**src/hw/touch_block_pkg.sv**
```systemverilog
// Constants, field layouts and decode helpers for touch blocking and pattern
package touch_block_pkg;

  localparam int NUM_INPUTS = 3;
  localparam int DATA_W     = 8;

  // Register offsets
  localparam logic [7:0] TOUCH_LIMIT_CONFIG_ADDR    = 8'h2a;
  localparam logic [7:0] PATTERN_DETECT_CONFIG_ADDR = 8'h2b;
  localparam logic [7:0] PATTERN_INPUT_MASK_ADDR    = 8'h2d;

  // Reset values
  localparam logic [7:0] TOUCH_LIMIT_CONFIG_RST    = 8'h80;
  localparam logic [7:0] PATTERN_DETECT_CONFIG_RST = 8'h00;
  localparam logic [7:0] PATTERN_INPUT_MASK_RST    = 8'h07;

  // Writable bits; the rest read as zero
  localparam logic [7:0] TOUCH_LIMIT_CONFIG_WMASK    = 8'h8c;
  localparam logic [7:0] PATTERN_DETECT_CONFIG_WMASK = 8'h8f;
  localparam logic [7:0] PATTERN_INPUT_MASK_WMASK    = 8'h07;

  // Field positions
  localparam int TOUCH_BLOCK_ENABLE_BIT    = 7;
  localparam int LIMIT_FIELD_LSB           = 2;
  localparam int PATTERN_DETECT_ENABLE_BIT = 7;
  localparam int SCALE_FIELD_LSB           = 2;
  localparam int PATTERN_COMPARE_MODE_BIT  = 1;
  localparam int PATTERN_ALERT_ENABLE_BIT  = 0;

  // Pattern threshold scale codes
  localparam logic [1:0] SCALE_EIGHTH       = 2'h0;
  localparam logic [1:0] SCALE_QUARTER      = 2'h1;
  localparam logic [1:0] SCALE_THREE_EIGHTH = 2'h2;
  localparam logic [1:0] SCALE_FULL         = 2'h3;

  // Simultaneous touch limit codes
  localparam logic [1:0] LIMIT_ONE = 2'h0;
  localparam logic [1:0] LIMIT_TWO = 2'h1;

  localparam logic [2:0] ALL_INPUTS = 3'h7;
  localparam logic [2:0] NO_INPUTS  = 3'h0;

  typedef enum logic [0:0] {
    PAT_IDLE  = 1'b0,
    PAT_BLOCK = 1'b1
  } pat_state_t;

  // Number of set bits among the three inputs
  function automatic logic [1:0] count_set(input logic [2:0] v);
    logic [1:0] n;
    n = 2'h0;
    for (int i = 0; i < NUM_INPUTS; i++) begin
      n = n + {1'b0, v[i]};
    end
    return n;
  endfunction : count_set

  // Limit code to touch count
  function automatic logic [1:0] limit_of(input logic [1:0] code);
    logic [1:0] n;
    case (code)
      LIMIT_ONE: n = 2'h1;
      LIMIT_TWO: n = 2'h2;
      default:   n = 2'h3;
    endcase
    return n;
  endfunction : limit_of

endpackage : touch_block_pkg

```
**src/hw/scale_compare.sv**
```systemverilog
// Per-input full-threshold and scaled pattern-threshold comparison
`timescale 1ns/1ps
module scale_compare
  import touch_block_pkg::*;
(
  input  wire logic [7:0] base_threshold, // Active or standby threshold
  input  wire logic [1:0] scale_code,     // Pattern threshold scale
  input  wire logic [7:0] delta_count,    // Measured delta
  input  wire logic       noise_flag,     // Noise status of this input
  output logic            full_hit,       // Above full threshold
  output logic            pattern_hit     // Above scaled threshold or noisy
);

  logic [7:0] scaled;

  always_comb begin
    case (scale_code)
      SCALE_EIGHTH:       scaled = base_threshold >> 3;
      SCALE_QUARTER:      scaled = base_threshold >> 2;
      SCALE_THREE_EIGHTH: scaled = (base_threshold >> 2)
                                   + (base_threshold >> 3);
      default:            scaled = base_threshold;
    endcase
    full_hit    = delta_count > base_threshold;
    pattern_hit = (delta_count > scaled) || noise_flag;
  end

endmodule : scale_compare

```
**src/hw/touch_admit.sv**
```systemverilog
// Chooses which detected touches are reported under the touch limit
`timescale 1ns/1ps
module touch_admit
  import touch_block_pkg::*;
(
  input  wire logic       block_enable, // Blocking on
  input  wire logic [1:0] limit_code,   // Simultaneous touch limit field
  input  wire logic [2:0] admitted,     // Inputs reported last cycle
  input  wire logic [2:0] touched,      // Inputs above full threshold now
  output logic      [2:0] next_admit,   // Inputs to report this cycle
  output logic            excess        // More touches than the limit
);

  // First n set bits, input 1 first
  function automatic logic [2:0] first_n(input logic [2:0] v,
                                         input logic [1:0] n);
    logic [2:0] r;
    logic [1:0] k;
    r = NO_INPUTS;
    k = 2'h0;
    for (int i = 0; i < NUM_INPUTS; i++) begin
      if (v[i] && k < n) begin
        r[i] = 1'b1;
        k    = k + 2'h1;
      end
    end
    return r;
  endfunction : first_n

  logic [1:0] limit;
  logic       released;

  always_comb begin
    limit    = limit_of(limit_code);
    released = |(admitted & ~touched);
    excess   = block_enable && (count_set(touched) > limit);
    if (!block_enable) begin
      next_admit = touched;
    end else if (admitted != NO_INPUTS && !released) begin
      next_admit = admitted;
    end else begin
      next_admit = first_n(touched, limit);
    end
  end

endmodule : touch_admit

```
**src/hw/touch_block_pattern.sv**
```systemverilog
// Touch limit blocking and multi-input pattern detection with registers
`timescale 1ns/1ps
module touch_block_pattern
  import touch_block_pkg::*;
(
  input  wire logic            clk,                  // 20 MHz system clock
  input  wire logic            reset,                // Sync reset, high
  input  wire logic [7:0]      reg_addr,             // Register offset
  input  wire logic [7:0]      reg_wdata,            // Write data
  input  wire logic            reg_write,            // Write strobe
  input  wire logic            reg_read,             // Read strobe
  input  wire logic            status_clear,         // Host clears INT bit
  input  wire logic            cycle_done,           // Polling results valid
  input  wire logic            standby_state,        // Device in standby
  input  wire logic [2:0][7:0] delta_count,          // Delta per input
  input  wire logic [2:0][7:0] touch_threshold,      // Threshold per input
  input  wire logic [7:0]      standby_threshold,    // Standby threshold
  input  wire logic [2:0]      noise_flag,           // Noise per input
  output logic      [7:0]      reg_rdata,            // Read data
  output logic      [2:0]      touch_report,         // Admitted touches
  output logic      [2:0]      input_blocked,        // Blocked inputs
  output logic                 excess_touch_status,  // Limit exceeded
  output logic                 pattern_event_status, // Pattern seen
  output logic                 pattern_active,       // Pattern holds now
  output logic                 alert_assert          // Alert request
);

  typedef struct packed {
    logic [7:0] touch_limit_config;
    logic [7:0] pattern_detect_config;
    logic [7:0] pattern_input_mask;
    logic [7:0] rdata;
    pat_state_t pat_state;
    logic       pat_status;
    logic       excess;
    logic       alert;
    logic [2:0] report;
    logic [2:0] blocked;
  } top_state_t;

  top_state_t st;
  top_state_t next_st;

  logic       touch_block_enable;
  logic [1:0] simultaneous_touch_limit;
  logic       pattern_detect_enable;
  logic [1:0] pattern_threshold_scale;
  logic       pattern_compare_mode;
  logic       pattern_alert_enable;
  logic [2:0] mask;
  logic [2:0] full_hit;
  logic [2:0] pat_hit_in;
  logic [7:0] base_thr [NUM_INPUTS];
  logic [2:0] admit_next;
  logic       excess_now;
  logic       pattern_match;
  logic       pat_hit;

  assign touch_block_enable    = st.touch_limit_config[TOUCH_BLOCK_ENABLE_BIT];
  assign simultaneous_touch_limit =
    st.touch_limit_config[LIMIT_FIELD_LSB +: 2];
  assign pattern_detect_enable =
    st.pattern_detect_config[PATTERN_DETECT_ENABLE_BIT];
  assign pattern_threshold_scale =
    st.pattern_detect_config[SCALE_FIELD_LSB +: 2];
  assign pattern_compare_mode =
    st.pattern_detect_config[PATTERN_COMPARE_MODE_BIT];
  assign pattern_alert_enable =
    st.pattern_detect_config[PATTERN_ALERT_ENABLE_BIT];
  assign mask = st.pattern_input_mask[NUM_INPUTS-1:0];

  for (genvar i = 0; i < NUM_INPUTS; i++) begin : g_cmp
    assign base_thr[i] = standby_state ? standby_threshold
                                       : touch_threshold[i];
    scale_compare u_cmp (
      .base_threshold (base_thr[i]),
      .scale_code     (pattern_threshold_scale),
      .delta_count    (delta_count[i]),
      .noise_flag     (noise_flag[i]),
      .full_hit       (full_hit[i]),
      .pattern_hit    (pat_hit_in[i])
    );
  end

  touch_admit u_admit (
    .block_enable (touch_block_enable),
    .limit_code   (simultaneous_touch_limit),
    .admitted     (st.report),
    .touched      (full_hit),
    .next_admit   (admit_next),
    .excess       (excess_now)
  );

  // Pattern test on this polling cycle's results alone
  always_comb begin
    if (pattern_compare_mode) begin
      pattern_match = (pat_hit_in & mask) == mask;
    end else begin
      pattern_match = count_set(pat_hit_in) >= count_set(mask);
    end
    pat_hit = pattern_detect_enable && pattern_match;
  end

  always_comb begin
    next_st = st;
    // Register writes and reads
    if (reg_write) begin
      case (reg_addr)
        TOUCH_LIMIT_CONFIG_ADDR:
          next_st.touch_limit_config = reg_wdata & TOUCH_LIMIT_CONFIG_WMASK;
        PATTERN_DETECT_CONFIG_ADDR:
          next_st.pattern_detect_config =
            reg_wdata & PATTERN_DETECT_CONFIG_WMASK;
        PATTERN_INPUT_MASK_ADDR:
          next_st.pattern_input_mask = reg_wdata & PATTERN_INPUT_MASK_WMASK;
        default: ;
      endcase
    end
    if (reg_read) begin
      case (reg_addr)
        TOUCH_LIMIT_CONFIG_ADDR:    next_st.rdata = st.touch_limit_config;
        PATTERN_DETECT_CONFIG_ADDR: next_st.rdata = st.pattern_detect_config;
        PATTERN_INPUT_MASK_ADDR:    next_st.rdata = st.pattern_input_mask;
        default:                    next_st.rdata = 8'h00;
      endcase
    end
    // Host clear; a new event in the same cycle wins below
    if (status_clear) begin
      next_st.excess = 1'b0;
      next_st.alert  = 1'b0;
      if (st.pat_state == PAT_IDLE) begin
        next_st.pat_status = 1'b0;
      end
    end
    if (cycle_done) begin
      case (st.pat_state)
        PAT_IDLE: begin
          if (pat_hit) begin
            next_st.pat_state = PAT_BLOCK;
          end
        end
        PAT_BLOCK: begin
          if (!pat_hit) begin
            next_st.pat_state = PAT_IDLE;
          end
        end
        default: next_st.pat_state = PAT_IDLE;
      endcase
      if (pat_hit) begin
        next_st.pat_status = 1'b1;
        next_st.report     = NO_INPUTS;
        next_st.blocked    = ALL_INPUTS;
        if (pattern_alert_enable) begin
          next_st.alert = 1'b1;
        end
      end else begin
        next_st.report  = admit_next;
        next_st.blocked = full_hit & ~admit_next;
        if (excess_now) begin
          next_st.excess = 1'b1;
        end
      end
    end
  end

  always_ff @(posedge clk) begin
    if (reset) begin
      st.touch_limit_config    <= TOUCH_LIMIT_CONFIG_RST;
      st.pattern_detect_config <= PATTERN_DETECT_CONFIG_RST;
      st.pattern_input_mask    <= PATTERN_INPUT_MASK_RST;
      st.rdata                 <= 8'h00;
      st.pat_state             <= PAT_IDLE;
      st.pat_status            <= 1'b0;
      st.excess                <= 1'b0;
      st.alert                 <= 1'b0;
      st.report                <= NO_INPUTS;
      st.blocked               <= NO_INPUTS;
    end else begin
      st <= next_st;
    end
  end

  assign reg_rdata            = st.rdata;
  assign touch_report         = st.report;
  assign input_blocked        = st.blocked;
  assign excess_touch_status  = st.excess;
  assign pattern_event_status = st.pat_status;
  assign pattern_active       = (st.pat_state == PAT_BLOCK);
  assign alert_assert         = st.alert;
endmodule : touch_block_pattern

```
**config.mk**
```make
export PLATFORM = sky130hd
export DESIGN_NAME = touch_block_pattern
export DESIGN_NICKNAME = d
export VERILOG_FILES = /design/src/hw/touch_block_pkg.sv /design/src/hw/scale_compare.sv /design/src/hw/touch_admit.sv /design/src/hw/touch_block_pattern.sv
export SDC_FILE = /design/constraint.sdc
export NUM_CORES = 1
export LEC_CHECK = 0
export BUFFER_PORTS_ARGS = -buffer_cell sky130_fd_sc_hd__clkbuf_2
export CORE_MARGIN = 2
export CORE_UTILIZATION = 50
export DETAILED_ROUTE_END_ITERATION = 12
export MAX_ROUTING_LAYER = met4
export PLACE_DENSITY_LB_ADDON = 0.2
export SKIP_CTS_REPAIR_TIMING = 1
export SLEW_MARGIN = 15
export SYNTH_ARGS = -nofsm -noshare
export SYNTH_HDL_FRONTEND = slang
export SYNTH_SLANG_ARGS = --single-unit
```
**constraint.sdc**
```tcl
create_clock -name clk -period 12.3 [get_ports clk]
set_input_delay 0 -clock clk [delete_from_list [all_inputs] [get_ports clk]]
set_output_delay 0 -clock clk [all_outputs]
set_load 0.05 [all_outputs]
```
==> results of run 1 <==
power by group through the flow:
stage | Sequential, W | Clock, W | Combinational [W]
after floorplan | 0.000104 | 0 | 0.000112
after global placement | 0.0000923 | 0 | 0.000160
after detailed placement | 0.0000923 | 0 | 0.000166
after CTS | 0.0000904 | 0.0000727 | 0.000167
after global routing | 0.0000909 | 0.0000755 | 0.000190
final | 0.0000904 | 0.0000712 | 0.000168
kinds of logic (layout without fill, tap and decap cells):
kind of cell    after synthesis  in the layout  synth area share, %
simple gates                126            126                 16.2
mux                          39             39                 14.8
buf+inv                      69            153                 6.89
other cells                   1              3               0.0955
xor+xnor                     12             12                 2.68
fa+ha+maj                    78             78                 26.0
flops                        26             26                 13.3
compound gates              116            116                 20.1
state kept, by name, indices dropped and copies added, names as in the netlist, 2 cells and up:
signal / flops
mask: 3
simultaneous_touch_limit: 2
input_blocked: 3
reg_rdata: 5
touch_report: 3
pattern_threshold_scale: 2
through the flow:
step                utilization, %  power, W  setup slack [ns]
global placement              58.3  0.000252              6.36
finish                        59.7  0.000329              6.58
floorplan                        -  0.000215              6.69
detailed placement            58.3  0.000258              6.29
CTS                           59.3  0.000330              6.56
global route                  59.7  0.000356              6.23
layer usage:
metal / global-route usage (%) / up-vias
met3: 1.14 / 14
li1: - / 1881
met4: 6.22 / 0
met5: - / -
met2: 42.2 / 80
met1: 29.7 / 1680
layout make-up:
class,count,area share [%]
Multi-Input combinational cell,374,68.9
Sequential cell,26,11.4
Timing Repair Buffer,98,11.2
Inverter,51,4.20
Tap cell,102,2.80
Clock buffer,3,0.905
Clock inverter,1,0.658
worst paths after layout:
| path | from | end | slack [ns] |
|---|---|---|---|
| setup / recovery | standby_state | excess_touch_status | 6.58 |
| hold / removal | reg_wdata[0] | pattern_alert_enable | 0.0007 |
| setup reg to reg | pattern_threshold_scale[1] | excess_touch_status | 7.77 |
| hold reg to reg | excess_touch_status | excess_touch_status | 0.46 |
cell usage after synthesis, types with 3 or more instances:
library cell	number	area, sq um
ha_1	72	901
inv_1	50	188
nor2_1	38	143
a21oi_1	31	155
dfxtp_1	26	521
nand2_1	26	97.6
mux2i_1	22	220
o21ai_0	17	85.1
mux4_2	15	338
nand3_1	14	70.1
clkbuf_1	13	48.8
a211oi_1	12	90.1
o21a_1	12	90.1
nor2b_1	11	68.8
a21o_1	10	75.1
nand2b_1	9	56.3
nand4_1	9	56.3
xnor2_1	9	78.8
fa_1	6	120
o211ai_1	5	37.5
a22oi_1	4	30.0
nor3_1	4	20.0
nor3b_1	4	30.0
o311ai_0	4	35.0
a32o_1	3	30.0
a32oi_1	3	26.3
buf_4	3	22.5
o21bai_1	3	22.5
xor2_1	3	26.3
worst max-delay path: cells and delay by family:
kind            cells  cell delay, ns
mux                 2            1.03
simple gates        5            1.41
compound gates      6            1.07
buf+inv             3            0.73
xor+xnor            1            0.09
fa+ha+maj           4            1.56
==> results.tsv, run 1 <==
metric	value	unit
outcome	complete, no violations	
crit path cell chain	clkbuf_2 -> mux2i_1 -> inv_1 -> fa_1 -> a21o_1 -> a21oi_1 -> xnor2_1 -> mux4_2 -> ha_1 -> nand4_1 -> or4_4 -> o21a_1 -> fa_1 -> inv_1 -> ha_1 -> nand2b_1 -> a21oi_1 -> nor3b_1 -> a31o_4 -> or4_1 -> a21oi_1	
max-cap check violation count	0	
peak supply drop	0.0603	mV
Async SR Flop Fraction	0	%
initial antenna violation count	0	
Leakage	2.24	nW
die area	0.00857	sq mm
Clock Sinks	26	
Met3 Wirelength	298	um
Comb pwr share	50.9	%
setup_tns	0	ns
clk_skew	0.00656	ns
global-route wire length before repair	16.4	mm
diode count	0	
Max-slew headroom	45.7	%
maximum buffer depth of the clock tree	2	
wire per inst	14.7	um
Post-Layout Inst Area	0.00456	sq mm
CTS tree	yes	
internal power	0.000205	W
number of DRC markers in iteration 0	114	
most frequent cells in the layout	clkbuf_2 (93), ha_1 (72), inv_1 (50)	
largest net degree at the start of global routing	31	
Seq/Total Area, Yosys	13.3	%
Worst setup SP type	primary input	
Tmin final	5.72	ns
Skew-Pair Late Insertion Delay	0.27	ns
Antenna Nets Post-Route	0	
Starting Density	51.3	%
final hold vios	0	
CP arrival	5.92	ns
critical path's slowest cell	mux2i_1	
Power Density	72.2	mW/mm^2
clock group share of total power	21.6	%
area post-placement	0.00446	sq mm
total number of yosys warnings	0	
WS Path Type	in -> reg	
Total Wirelength	9.61	mm
routability cong.	0.902	
sequential cell fraction of total power	27.4	%
Mapped Avg Cell Area	8.40	sq um
Synth cell types	53	
vias per cell	5.58	
Switch Pwr	0.000125	W
Post-Syn Instances	467	
slew of the pin with the lowest slew margin	0.808	ns
max-slew violations	0	
via count	3655	
Die Width	92.6	um
grt ovf	0	
H-tree depth	1	
hold crit path type	in -> reg	
crit share post-route	46.5	%
nets@finish	714	
Std-Cell Core Area	0.00765	sq mm
CP endpoint kind	flip-flop	
Boundary Pins	100	
Worst Reg-to-Reg Cells	16	
cell mode on critical path	a21oi_1	
Worst Hold Path Cells	3	
GRT Resource Usage Total	23.8	%
IO Port Bufs	93	
max layer used	met4	
RSZ-0062 raised after global routing	false	
detailed-route DRC error count	0	
dpl cells	648	
Seq cells post-synth	26	
DP HPWL	8.23	mm
hold slack final	0.000714	ns
ys flop type	dfxtp_1	
total CTS buffers	3	
vias in the first global route	3629	
Worst Path Required	12.50	ns
Post-synth EDFFs	0	
area grow syn2layout	16.3	%
layout cell share with drive strength beyond 1	21.7	%
filler instances	745	
fmax	0.175	GHz
crit-path max cell delay	0.58	ns
register area	520	sq um
Finished Layout Cells	655	
Synth Cell Area	0.00393	sq mm
area of the multi-input gates	0.00314	sq mm
met2 routed WL	4.73	mm
row count	32	
number of detailed-route iterations in the first pass	6	
Root Driver	clkbuf_8	
die outline height	92.6	um
final setup violation count	0	
Worst-path clk slew	0.10	ns
switching power share of the total	37.9	%
most common cell after layout, fill and taps aside	clkbuf_2	
CP Max Fanout	28	
wire length on met1	4.40	mm
Power figures use the tool's default switching activity.
==> run 2: changes to the inputs <==
--- a/config.mk
+++ b/config.mk
@@ -5,6 +5,7 @@
 export SDC_FILE = /design/constraint.sdc
 export NUM_CORES = 1
 export LEC_CHECK = 0
+export ABC_AREA = 1
 export BUFFER_PORTS_ARGS = -buffer_cell sky130_fd_sc_hd__clkbuf_2
 export CORE_MARGIN = 2
 export CORE_UTILIZATION = 50
==> constraint.sdc (replaced) <==
create_clock -name clk -period 5.71 [get_ports clk]
set_input_delay 0 -clock clk [delete_from_list [all_inputs] [get_ports clk]]
set_output_delay 0 -clock clk [all_outputs]
set_load 0.05 [all_outputs]
==> run 2 against run 1 <==
The run now ends with hold timing left. Synthesized cell count rose by 30%. Global-route usage up 2.0 points. Worst hold slack worse by 0.0081 ns. Worst setup slack got worse by 5.7 ns. Via count increased by 18%. Critical endpoint is now input_blocked[0]. Largest power group unchanged.
==> results.tsv, run 2 <==
metric	value	unit
outcome	finished with violations	
failing checks	hold timing	
CP endpoint kind	flip-flop	
H-tree depth	1	
grt met3 use	2.12	%
vias per cell	5.40	
Synth Cell Area	0.00394	sq mm
Hold Path End	alert_assert	
area grow syn2layout	15.9	%
Synth cell types	43	
Worst setup SP type	primary input	
filler instances	779	
Worst Hold Path Cells	4	
max-slew violations	0	
Tot Pwr	0.000729	W
GRT Resource Usage Total	25.8	%
Antenna Nets Post-Route	0	
total CTS buffers	3	
CP arrival	5.01	ns
area post-placement	0.00446	sq mm
Root Driver	clkbuf_8	
final hold vios	2	
diode count	0	
hold crit path type	in -> reg	
maximum buffer depth of the clock tree	2	
peak supply drop	0.207	mV
RSZ-0062 raised after global routing	false	
Boundary Pins	100	
die outline height	92.7	um
Mapped Avg Cell Area	6.46	sq um
hold path startpoint	status_clear	
Worst Reg-to-Reg Cells	23	
Seq cells post-synth	26	
Synth top area share	22.9	%
row count	32	
CP Max Fanout	24	
busiest layer in global routing	met2	
WS Path Type	in -> reg	
Post-Syn Instances	609	
FF-to-FF End	input_blocked[0]	
final core occ	59.4	%
Synth area leaders	ha_1 (23%), nand2_1 (13%), dfxtp_1 (13%)	
crit share post-route	83.8	%
most frequent cells in the layout	nand2_1 (139), inv_1 (94), clkbuf_2 (93)	
nets@finish	859	
Skew-Pair Late Insertion Delay	0.28	ns
routability cong.	0.901	
Die Width	92.7	um
critical path's slowest cell	fa_1	
Power Density	160	mW/mm^2
initial antenna violation count	0	
DP HPWL	8.99	mm
via count	4321	
Worst Path Required	5.93	ns
global-route wire length before repair	18.0	mm
number of DRC markers in iteration 0	175	
vias in the first global route	4173	
total number of yosys warnings	0	
Clock Sinks	26	
Max-slew headroom	60.0	%
hold slack final	-0.00737	ns
max-cap check violation count	0	
CTS tree	yes	
met1 usage	29.1	%
Std-Cell Core Area	0.00769	sq mm
Seq/Total Area, Yosys	13.2	%
largest net degree at the start of global routing	25	
count leader, synth	nand2_1	
Post-synth EDFFs	0	
layout cell share with drive strength beyond 1	18.1	%
most common cell after layout, fill and taps aside	nand2_1	
setup_tns	0	ns
grt ovf	0	
commonest cells in the netlist	nand2_1 (139), inv_1 (94), a21oi_1 (79)	
detailed-route DRC error count	0	
Leakage	2.51	nW
wire per inst	13.4	um
Starting Density	51.2	%
delay-heaviest family, CP	compound AO/OA/AOI/OAI gates	
WP buf/inv	5	
crit-path max cell delay	0.50	ns
fmax	0.209	GHz
number of detailed-route iterations in the first pass	7	
met2 Track Usage GR	49.0	%
Total Wirelength	10.7	mm
register area	520	sq um
ys flop type	dfxtp_1	
max reg flops	5	
die area	0.00860	sq mm
r2r setup slk	1.05	ns
final setup violation count	0	
Worst-path clk slew	0.09	ns
cell mode on critical path	nand2_1	
Async SR Flop Fraction	0	%
Tmin final	4.79	ns
RR Startpoint	pattern_threshold_scale[0]	
slew of the pin with the lowest slew margin	0.600	ns
area of the multi-input gates	0.00296	sq mm
IO Port Bufs	93	
clk_skew	0.00511	ns
Post-Layout Inst Area	0.00456	sq mm
leading area contributor after synthesis	ha_1	
-- run 2: cell count changes after synthesis, sizes merged, moves of 9 or more --
cell,before,now
o21a,12,2
xnor2,9,0
mux2i,22,0
o21ai,19,41
nand2,26,145
mux4,15,0
o22ai,0,9
clkbuf,13,4
a21oi,31,84
a211oi,12,1
nor2b,11,0
inv,50,102
-- run 2: worst max path at each step --
stage	cells after the start	startpoint	slack, ns	end
floorplan	33	standby_state	1.60	touch_report[0]
CTS	31	standby_state	0.99	input_blocked[0]
finish	31	standby_state	0.92	input_blocked[0]
global placement	31	standby_state	0.84	input_blocked[0]
detailed placement	31	standby_state	0.71	input_blocked[2]
global route	31	standby_state	0.39	input_blocked[0]
-- run 2: worst reg2reg max path: cells and delay by family (launching register included) --
family / cells / cell delay [ns]
buffers and inverters: 4 / 0.71
and+or+nand+nor: 11 / 1.35
DFF: 1 / 0.62
adders and majority gates: 3 / 1.05
AOI/OAI and AO/OA: 5 / 0.89
-- run 2: cell families after synthesis --
kind of cell	after synthesis	share of synthesized area [%]
AOI/OAI and AO/OA	162	23.7
DFF	26	13.2
other	1	0.0953
and+or+nand+nor	227	25.3
adders and majority gates	78	25.9
buffers and inverters	115	11.7
-- run 2: cell type report --
cell class                 instances  share of cell area (%)
sequential                        26                    11.4
timing repair buffer              96                    10.9
tap                              102                    2.80
clock inverter                     1                   0.658
inverter                         102                    8.45
clock buffer                       3                   0.905
multi-input combinational        470                    64.9
-- run 2: stage by stage --
step / std cells / setup slack, ns / hold slack, ns
after floorplan: 611 / 1.60 / 0.0624
after global placement: 793 / 0.843 / 0.243
after detailed placement: 793 / 0.706 / 0.243
after CTS: 797 / 0.987 / -0.0419
after global routing: 800 / 0.393 / 0.0147
final: 800 / 0.923 / -0.00737
-- run 2: layer usage --
layer | up-vias | part of all wire, %
li1 | 2215 | -
met2 | 147 | 49
met1 | 1938 | 42
met3 | 21 | 7.0
met4 | 0 | 2.2
met5 | - | 0
-- run 2: power by group --
group / switching [W] / total (W) / internal (W)
Combinational: 0.000239 / 0.000379 / 0.000140
Sequential: 0.00000776 / 0.000196 / 0.000189
Clock: 0.0000592 / 0.000153 / 0.0000939
